[src/codec_out1_map.svh]
// Register offsets, field positions and reset values of the output channel 1 bank
`ifndef CODEC_OUT1_MAP_SVH
`define CODEC_OUT1_MAP_SVH

// Register indices; byte address is four times the index
`define NEG_CFG_IDX 10'h066
`define VOL_A_IDX 10'h067
`define FINE_A_IDX 10'h068
`define VOL_B_IDX 10'h069
`define FINE_B_IDX 10'h06a

// Reset values
`define NEG_CFG_RST 8'h20
`define VOL_RST 8'hc9
`define FINE_RST 8'h80
`define NEG_CFG_FIELDS_RST 7'h10
`define FINE_FIELD_RST 4'h8

// Field positions
`define DRV_POS 6
`define LVL_POS 3
`define FS_POS 1
`define CM_POS 0
`define FINE_POS 4

// Gain encoding
`define VOL_MUTE 8'h00
`define VOL_UNITY 8'hc9
`define FINE_UNITY 4'h8
`define VOL_STEP_TENTHS 13'sh005
`define LOG2_Q12_PER_TENTH 21'sh00044
`define LOG_FRAC_BITS 9'sh00c

// Bus answers
`define RESP_OKAY 2'h0
`define RESP_SLVERR 2'h2

`endif

[src/codec_out1_pkg.sv]
// Types shared by the output channel 1 configuration bank
package codec_out1_pkg;

   typedef enum logic [1:0] {
      DRV_LINE_OUT = 2'h0,
      DRV_HEADPHONE = 2'h1,
      DRV_FOUR_OHM = 2'h2,
      DRV_RECEIVER = 2'h3
   } neg_driver_t;

   typedef enum logic [2:0] {
      LVL_UNUSED0 = 3'h0,
      LVL_UNUSED1 = 3'h1,
      LVL_UNUSED2 = 3'h2,
      LVL_UNUSED3 = 3'h3,
      LVL_M8DB = 3'h4,
      LVL_M14DB = 3'h5,
      LVL_M20DB = 3'h6,
      LVL_M26DB = 3'h7
   } neg_level_t;

   typedef struct packed {
      neg_driver_t neg_out_driver_type;
      neg_level_t neg_out_level_select;
      logic ch1_full_scale_select;
      logic ch1_common_mode_tolerance;
   } neg_out_cfg_t;

   typedef struct packed {
      logic valid;
      logic signed [23:0] data;
   } audio_sample_t;

endpackage

[src/sample_gain_stage.sv]
// Applies combined volume and fine trim to one stream of audio samples
`timescale 1ns/1ps
`default_nettype none
`include "codec_out1_map.svh"

module sample_gain_stage
   import codec_out1_pkg::*;
(
   input wire logic clock,
   input wire logic rst,
   input wire audio_sample_t sample_in,
   input wire logic [7:0] volume_code,
   input wire logic [3:0] fine_trim,
   output var audio_sample_t sample_out
);

   logic signed [12:0] vol_tenths;
   logic signed [12:0] total_tenths;
   logic signed [20:0] log_q12;
   logic signed [8:0] octave;
   logic [4:0] shamt;
   logic signed [37:0] product;
   logic signed [37:0] scaled;
   logic signed [23:0] clipped;

   // ------------------------------------------------------------
   // Gain in tenths of a dB, then log2 to shift and mantissa
   // ------------------------------------------------------------
   always_comb
   begin
      vol_tenths = 13'((signed'({5'h00, volume_code}) - signed'({5'h00, `VOL_UNITY}))
                   * `VOL_STEP_TENTHS); // see [RQ2] see [RQ3] see [RQ4]
      total_tenths = vol_tenths + signed'({9'h000, fine_trim})
                     - signed'({9'h000, `FINE_UNITY}); // see [RQ6] see [RQ7] see [RQ16]
      log_q12 = 21'(total_tenths) * `LOG2_Q12_PER_TENTH;
      octave = log_q12[20:12];
      shamt = 5'(`LOG_FRAC_BITS - octave);
      // Linear mantissa approximates 2^frac
      product = 38'(sample_in.data) * signed'({25'h0000000, 1'b1, log_q12[11:0]});
      scaled = product >>> shamt;
      if (scaled[37:23] != {15{scaled[37]}})
      begin
         clipped = scaled[37] ? 24'sh800000 : 24'sh7fffff;
      end
      else
      begin
         clipped = scaled[23:0];
      end
   end

   always_ff @(posedge clock)
   begin
      if (rst)
      begin
         sample_out <= '0;
      end
      else
      begin
         sample_out.valid <= sample_in.valid;
         // Mute wins over any trim
         sample_out.data <= (volume_code == `VOL_MUTE) ? 24'sh000000 : clipped; // see [RQ1]
      end
   end
endmodule // sample_gain_stage
`default_nettype wire

[src/dac_ch1_gain_output_config.sv]
// Output channel 1 configuration bank with AXI4-Lite access and per-sample gain
// Contract
// [RQ1] Volume code zero fully mutes that sub-channel regardless of fine trim.
// [RQ2] Volume code one is -100 dB; each higher code adds 0.5 dB.
// [RQ3] Code 201 is unity; volume registers reset to 0xc9.
// [RQ4] Code 255 gives +27 dB, code 254 gives +26.5 dB.
// [RQ5] Sub-channel B volume is separate: A at 0x67, B at 0x69.
// [RQ6] Fine trim sits in bits 7-4; code 8 (reset) is 0 dB.
// [RQ7] Fine trim steps 0.1 dB from -0.8 dB up to +0.7 dB.
// [RQ8] Fine trim low nibble reads zero; software writes zero there.
// [RQ9] Bit 2 of the negative-output register reads zero.
// [RQ10] Driver field bits 7-6 select line, headphone, four-ohm, receiver; reset 0.
// [RQ11] Level field codes 4-7 give -8 to -26 dB; reset 4; 0-3 unused.
// [RQ12] Full-scale bit: clear 10 Vrms, set 5 Vrms differential.
// [RQ13] Coupling bit: clear limited common-mode tolerance, set rail to rail.
// [RQ14] Negative-output register at 0x66 resets to 0x20.
// [RQ15] Sub-channel B fine trim at 0x6a, same encoding, resets to 0x80.
// [RQ16] Volume and fine trim combine into one gain per sample; mute overrides.
`timescale 1ns/1ps
`default_nettype none
`include "codec_out1_map.svh"

module dac_ch1_gain_output_config
   import codec_out1_pkg::*;
(
   input wire logic clock,
   input wire logic rst,
   input wire logic [11:0] awaddr,
   input wire logic awvalid,
   output logic awready,
   input wire logic [31:0] wdata,
   input wire logic [3:0] wstrb,
   input wire logic wvalid,
   output logic wready,
   output logic [1:0] bresp,
   output logic bvalid,
   input wire logic bready,
   input wire logic [11:0] araddr,
   input wire logic arvalid,
   output logic arready,
   output logic [31:0] rdata,
   output logic [1:0] rresp,
   output logic rvalid,
   input wire logic rready,
   input wire audio_sample_t sub_a_in,
   input wire audio_sample_t sub_b_in,
   output var audio_sample_t sub_a_out,
   output var audio_sample_t sub_b_out,
   output var neg_out_cfg_t neg_out_cfg
);

   // ------------------------------------------------------------
   // Register state
   // ------------------------------------------------------------
   logic [7:0] vol_a_r;
   logic [7:0] vol_b_r;
   logic [3:0] fine_a_r;
   logic [3:0] fine_b_r;

   // ------------------------------------------------------------
   // Write channel state
   // ------------------------------------------------------------
   logic aw_held_r;
   logic w_held_r;
   logic aw_held_nxt;
   logic w_held_nxt;
   logic [9:0] wr_idx_r;
   logic [7:0] wr_byte_r;
   logic wr_lane_r;
   logic wr_fire;
   logic wr_hit;
   logic wr_en;
   logic bvalid_nxt;

   // ------------------------------------------------------------
   // Read channel state
   // ------------------------------------------------------------
   logic ar_fire;
   logic rvalid_nxt;
   logic [9:0] rd_idx;
   logic [7:0] rd_byte;
   logic rd_hit;

   // ------------------------------------------------------------
   // Write address and data capture, either order
   // ------------------------------------------------------------
   assign wr_fire = aw_held_r && w_held_r && !bvalid;

   // Fire clears a held half; a handshake sets it
   assign aw_held_nxt = !wr_fire && (aw_held_r || (awvalid && awready));
   assign w_held_nxt = !wr_fire && (w_held_r || (wvalid && wready));

   always_ff @(posedge clock)
   begin
      if (rst)
      begin
         aw_held_r <= 1'b0;
         awready <= 1'b0;
         wr_idx_r <= 10'h000;
      end
      else
      begin
         aw_held_r <= aw_held_nxt;
         awready <= !aw_held_nxt;
         if (awvalid && awready)
         begin
            wr_idx_r <= awaddr[11:2];
         end
      end
   end

   always_ff @(posedge clock)
   begin
      if (rst)
      begin
         w_held_r <= 1'b0;
         wready <= 1'b0;
         wr_byte_r <= 8'h00;
         wr_lane_r <= 1'b0;
      end
      else
      begin
         w_held_r <= w_held_nxt;
         wready <= !w_held_nxt;
         if (wvalid && wready)
         begin
            wr_byte_r <= wdata[7:0];
            wr_lane_r <= wstrb[0];
         end
      end
   end

   // ------------------------------------------------------------
   // Write decode and response
   // ------------------------------------------------------------
   always_comb
   begin
      case (wr_idx_r)
         `NEG_CFG_IDX, `VOL_A_IDX, `FINE_A_IDX, `VOL_B_IDX, `FINE_B_IDX:
            wr_hit = 1'b1;
         default:
            wr_hit = 1'b0;
      endcase
   end

   assign wr_en = wr_fire && wr_hit && wr_lane_r;
   assign bvalid_nxt = wr_fire || (bvalid && !bready);

   always_ff @(posedge clock)
   begin
      if (rst)
      begin
         bvalid <= 1'b0;
         bresp <= `RESP_OKAY;
      end
      else
      begin
         bvalid <= bvalid_nxt;
         if (wr_fire)
         begin
            bresp <= wr_hit ? `RESP_OKAY : `RESP_SLVERR;
         end
      end
   end

   // ------------------------------------------------------------
   // Negative-output configuration register
   // ------------------------------------------------------------
   always_ff @(posedge clock)
   begin
      if (rst)
      begin
         neg_out_cfg <= neg_out_cfg_t'(`NEG_CFG_FIELDS_RST); // see [RQ14]
      end
      else if (wr_en && wr_idx_r == `NEG_CFG_IDX)
      begin
         neg_out_cfg.neg_out_driver_type <=
            neg_driver_t'(wr_byte_r[`DRV_POS +: 2]); // see [RQ10]
         neg_out_cfg.neg_out_level_select <=
            neg_level_t'(wr_byte_r[`LVL_POS +: 3]); // see [RQ11]
         neg_out_cfg.ch1_full_scale_select <= wr_byte_r[`FS_POS]; // see [RQ12]
         neg_out_cfg.ch1_common_mode_tolerance <= wr_byte_r[`CM_POS]; // see [RQ13]
      end
   end

   // ------------------------------------------------------------
   // Volume registers, one per sub-channel
   // ------------------------------------------------------------
   always_ff @(posedge clock)
   begin
      if (rst)
      begin
         vol_a_r <= `VOL_RST; // see [RQ3]
         vol_b_r <= `VOL_RST; // see [RQ3]
      end
      else if (wr_en)
      begin
         if (wr_idx_r == `VOL_A_IDX)
         begin
            vol_a_r <= wr_byte_r; // see [RQ5]
         end
         if (wr_idx_r == `VOL_B_IDX)
         begin
            vol_b_r <= wr_byte_r; // see [RQ5]
         end
      end
   end

   // ------------------------------------------------------------
   // Fine trim registers, upper nibble only
   // ------------------------------------------------------------
   always_ff @(posedge clock)
   begin
      if (rst)
      begin
         fine_a_r <= `FINE_FIELD_RST; // see [RQ6]
         fine_b_r <= `FINE_FIELD_RST; // see [RQ15]
      end
      else if (wr_en)
      begin
         if (wr_idx_r == `FINE_A_IDX)
         begin
            fine_a_r <= wr_byte_r[`FINE_POS +: 4]; // see [RQ6]
         end
         if (wr_idx_r == `FINE_B_IDX)
         begin
            fine_b_r <= wr_byte_r[`FINE_POS +: 4]; // see [RQ15]
         end
      end
   end

   // ------------------------------------------------------------
   // Read path
   // ------------------------------------------------------------
   assign ar_fire = arvalid && arready;
   assign rd_idx = araddr[11:2];
   assign rvalid_nxt = ar_fire || (rvalid && !rready);

   always_comb
   begin
      rd_hit = 1'b1;
      case (rd_idx)
         `NEG_CFG_IDX:
            rd_byte = {neg_out_cfg[6:2], 1'b0, neg_out_cfg[1:0]}; // see [RQ9]
         `VOL_A_IDX:
            rd_byte = vol_a_r;
         `FINE_A_IDX:
            rd_byte = {fine_a_r, 4'h0}; // see [RQ8]
         `VOL_B_IDX:
            rd_byte = vol_b_r;
         `FINE_B_IDX:
            rd_byte = {fine_b_r, 4'h0}; // see [RQ8]
         default:
         begin
            rd_byte = 8'h00;
            rd_hit = 1'b0;
         end
      endcase
   end

   always_ff @(posedge clock)
   begin
      if (rst)
      begin
         rvalid <= 1'b0;
         arready <= 1'b0;
         rdata <= 32'h00000000;
         rresp <= `RESP_OKAY;
      end
      else
      begin
         rvalid <= rvalid_nxt;
         arready <= !rvalid_nxt;
         if (ar_fire)
         begin
            rdata <= {24'h000000, rd_byte};
            rresp <= rd_hit ? `RESP_OKAY : `RESP_SLVERR;
         end
      end
   end

   // ------------------------------------------------------------
   // Gain stages
   // ------------------------------------------------------------
   sample_gain_stage u_gain_a (
      .clock(clock),
      .rst(rst),
      .sample_in(sub_a_in),
      .volume_code(vol_a_r),
      .fine_trim(fine_a_r),
      .sample_out(sub_a_out)
   ); // see [RQ16]

   sample_gain_stage u_gain_b (
      .clock(clock),
      .rst(rst),
      .sample_in(sub_b_in),
      .volume_code(vol_b_r),
      .fine_trim(fine_b_r),
      .sample_out(sub_b_out)
   ); // see [RQ16]
endmodule // dac_ch1_gain_output_config
`default_nettype wire

[config.mk]
export PLATFORM = sky130hd
export DESIGN_NAME = dac_ch1_gain_output_config
export DESIGN_NICKNAME = d
export VERILOG_FILES = /design/src/codec_out1_pkg.sv /design/src/sample_gain_stage.sv /design/src/dac_ch1_gain_output_config.sv
export VERILOG_INCLUDE_DIRS = /design/src
export SDC_FILE = /design/constraint.sdc
export NUM_CORES = 2
export LEC_CHECK = 0
export BUFFER_PORTS_ARGS = -buffer_cell sky130_fd_sc_hd__buf_2
export CAP_MARGIN = 10
export CORE_MARGIN = 2
export CORE_UTILIZATION = 69
export DETAILED_ROUTE_END_ITERATION = 10
export PLACE_DENSITY = 0.89
export SYNTH_ARGS = -nofsm -noshare
export SYNTH_HDL_FRONTEND = slang
export SYNTH_SLANG_ARGS = --single-unit
[constraint.sdc]
create_clock -name clock -period 18.35 [get_ports clock]
set_input_delay 2.7525 -clock clock [delete_from_list [all_inputs] [get_ports clock]]
set_output_delay 2.7525 -clock clock [all_outputs]
set_load 0.01 [all_outputs]
==> results.cfg <==
[pwr]
ir_drop_v = 0.00005751
p_leak_nw = 15.46
powerDensity_mw_per_mm2 = 24.19

[worst_setup_path]
crit_required_ns = 18.70
cp_slowest_stage_delay_ns = 0.83
crit_family = adder cells
arrival_ns = 13.92
crit_type = flip-flop to flip-flop
start_kind = flip-flop
critical-path-slowest-cell = nor2_2
worstPathMaxFanout = 25
end_kind = flip-flop
crit_top_cell = ha_1
critPathBufInv = 5

[finish]
layoutNonFillerInstCount = 4510
drive_above_1_share_pct = 7.521
nets = 4761
final_util_pct = 73.02
nFillCells = 3339
fin_area_mm2 = 0.03299
syn2layout_area_growth_pct = 4.772

[floorplan]
ioPinCount = 215
initial_core_util_pct = 69.69
fp.dieArea_mm2 = 0.04737
core.rowCount = 78
core_area_mm2 = 0.04519
die_y_um = 217.6
die_x_um = 217.6

[yosys]
synthCells = 3895
synth.area.top_cells = fa_1 (31%), ha_1 (10%), inv_1 (7.6%)
syn_area_mm2 = 0.03149
synth-seq-area-share_pct = 7.438
synthArstFlopShare_pct = 0
netlist_top_cells_count = inv_1 (636), nand2_1 (536), fa_1 (486)
synth_warnings = 0
synth_top_area_share_pct = 30.90
synth_area_leader_cell = fa_1
ys_ff_latch = 117
synth-edff-count = 0
yosysMostFrequentCell = inv_1
syn_avg_cell_area_um2 = 8.085
synth_cell_types = 101
synth_flop_cell = dfxtp_1

[placed_design]
post-dp-hpwl_um = 63440
dp_cells = 4476
place_congestion = 0.9554
place_area_mm2 = 0.03238
port_buffers = 157

[detailed_routing]
wl_um = 81280
post_drt_wl_per_cell_um = 18.02
dr_wl_met3_um = 4539
met1_length_um = 30710
viasPerCell = 6.133
route.detailed.drc = 0
maxUsedRoutingLayer = met5
drtAntennaViolNets = 0
route.met2.wl_um = 42230
initialDrtViolationCount = 2026
vias = 27658
drt_first_pass_iters = 6

[clock_tree]
cts_buffers = 17
cts_root_buffer = clkbuf_16
cts_hold_buf = 0
cts_tree = done
clkTransAtPathRegs_ns = 0.06
cts_htree_levels = 4
cts_setup_buffers = 0
cts_sinks = 117
ctsResizeCount = 0
cts_buffer_depth = 2
clock_latency_ns = 0.43

[timing]
min_period_ns = 13.58
finalHoldViolCount = 0
slew_headroom_pct = 23.91
post-route-period-util_pct = 73.99
worstMarginPinSlew_ns = 1.141
rsz0062_at_grt = no
worst_clock_skew_ns = 0.01370
finalSetupViolCount = 0
fmax_mhz = 73.65
drv_slew = 0
totalNegativeSetupSlack_ns = 0

[job]
cap_violations = 0

[grt]
grt_remaining_overflow = 0
grt_max_degree = 71
antenna_found_initial = 2
globalRouteTotalUtil_pct = 35.44
grt_pass1_wl_um = 137000
first_global_vias = 28717

[hold_path]
min_path_type = flip-flop to flip-flop

[outcome]
status = complete, no violations
[per-layer routing]
layer	vias up	track usage [%]
met4	2	16.55
met3	353	4.435
met1	13519	41.17
met5	-	0
li1	12627	-
met2	1157	64.83
[layout by cell type (no fill, tap or decap), types with 44 or more instances in the layout]
| cell | synthesis | final |
|---|---|---|
| buf_2 | 21 | 157 |
| nor2_1 | 207 | 206 |
| ha_1 | 262 | 262 |
| xnor2_1 | 65 | 62 |
| dfxtp_1 | 117 | 117 |
| nand3_1 | 44 | 44 |
| inv_1 | 636 | 636 |
| fa_1 | 486 | 486 |
| a21oi_1 | 211 | 211 |
| o21ai_0 | 120 | 120 |
| mux2i_1 | 115 | 115 |
| nand2_1 | 536 | 536 |
| nor3_1 | 52 | 52 |
| and2_1 | 222 | 222 |
[worst register-to-register path: cells and delay by family (launching register included)]
family,cells,cell delay [ns]
buffers and inverters,5,0.39
adder cells (fa/ha/maj),13,5.22
XOR/XNOR,2,0.73
AO/OA/AOI/OAI,16,4.92
flip-flops,1,0.40
AND/OR/NAND/NOR,6,1.79
[layout make-up]
cell class,count,area [µm²],area share (%)
multi-input cells,2937,25910,78.52
inverters,639,2399,7.270
flip-flops and latches,117,2342,7.099
repair buffers,184,988.4,2.996
well taps,600,750.7,2.275
clock buffers,22,484.2,1.468
clock inverters,10,121.4,0.3678
diodes,1,2.502,0.007584
[final timing paths]
check,startpoint,to,slack (ns),cells after the start
min,wr_idx_r[7],wr_idx_r[7],0.46,2
max reg2reg,vol_a_r[0],u_gain_a.sample_out[22],4.77,42
min reg2reg,wr_idx_r[7],wr_idx_r[7],0.46,2
max,vol_a_r[0],u_gain_a.sample_out[22],4.77,42
[logic make-up (layout without fill, tap and decap cells)]
logic type | count (synthesis) | after routing | share of synthesized area [%]
xor gates and xnor gates | 109 | 109 | 3.099
and+or+nand+nor | 1218 | 1218 | 18.22
buffers and inverters | 866 | 855 | 10.77
AOI/OAI and AO/OA | 703 | 703 | 14.82
DFF | 117 | 117 | 7.438
muxes | 133 | 133 | 4.335
adders and majority gates | 748 | 748 | 41.30
other | 1 | 27 | 0.01191
[through the flow]
step                worst slack (ns)  power (mW)  hold WS [ns]
CTS                            4.995      0.7955        0.4578
detailed placement             5.334      0.4570        0.4445
global placement               5.559      0.4531        0.4399
global route                   4.028      0.8284        0.4792
finish                         4.772      0.7980        0.4565
floorplan                      7.173      0.4005        0.4363
[power breakdown]
part           switching (mW)  internal [mW]
sequential            0.00516          0.265
clock                   0.126          0.214
combinational           0.123         0.0647
[flip-flops by register name (all words and copies together), names as in the netlist, 4 cells and up]
register             flops
rdata                    8
u_gain_a.sample_out     25
fine_b_r                 4
neg_out_cfg              7
u_gain_b.sample_out     25
wr_byte_r                8
fine_a_r                 4
vol_a_r                  8
vol_b_r                  8
wr_idx_r                10
Note: power is estimated with default switching activity, not from simulation.
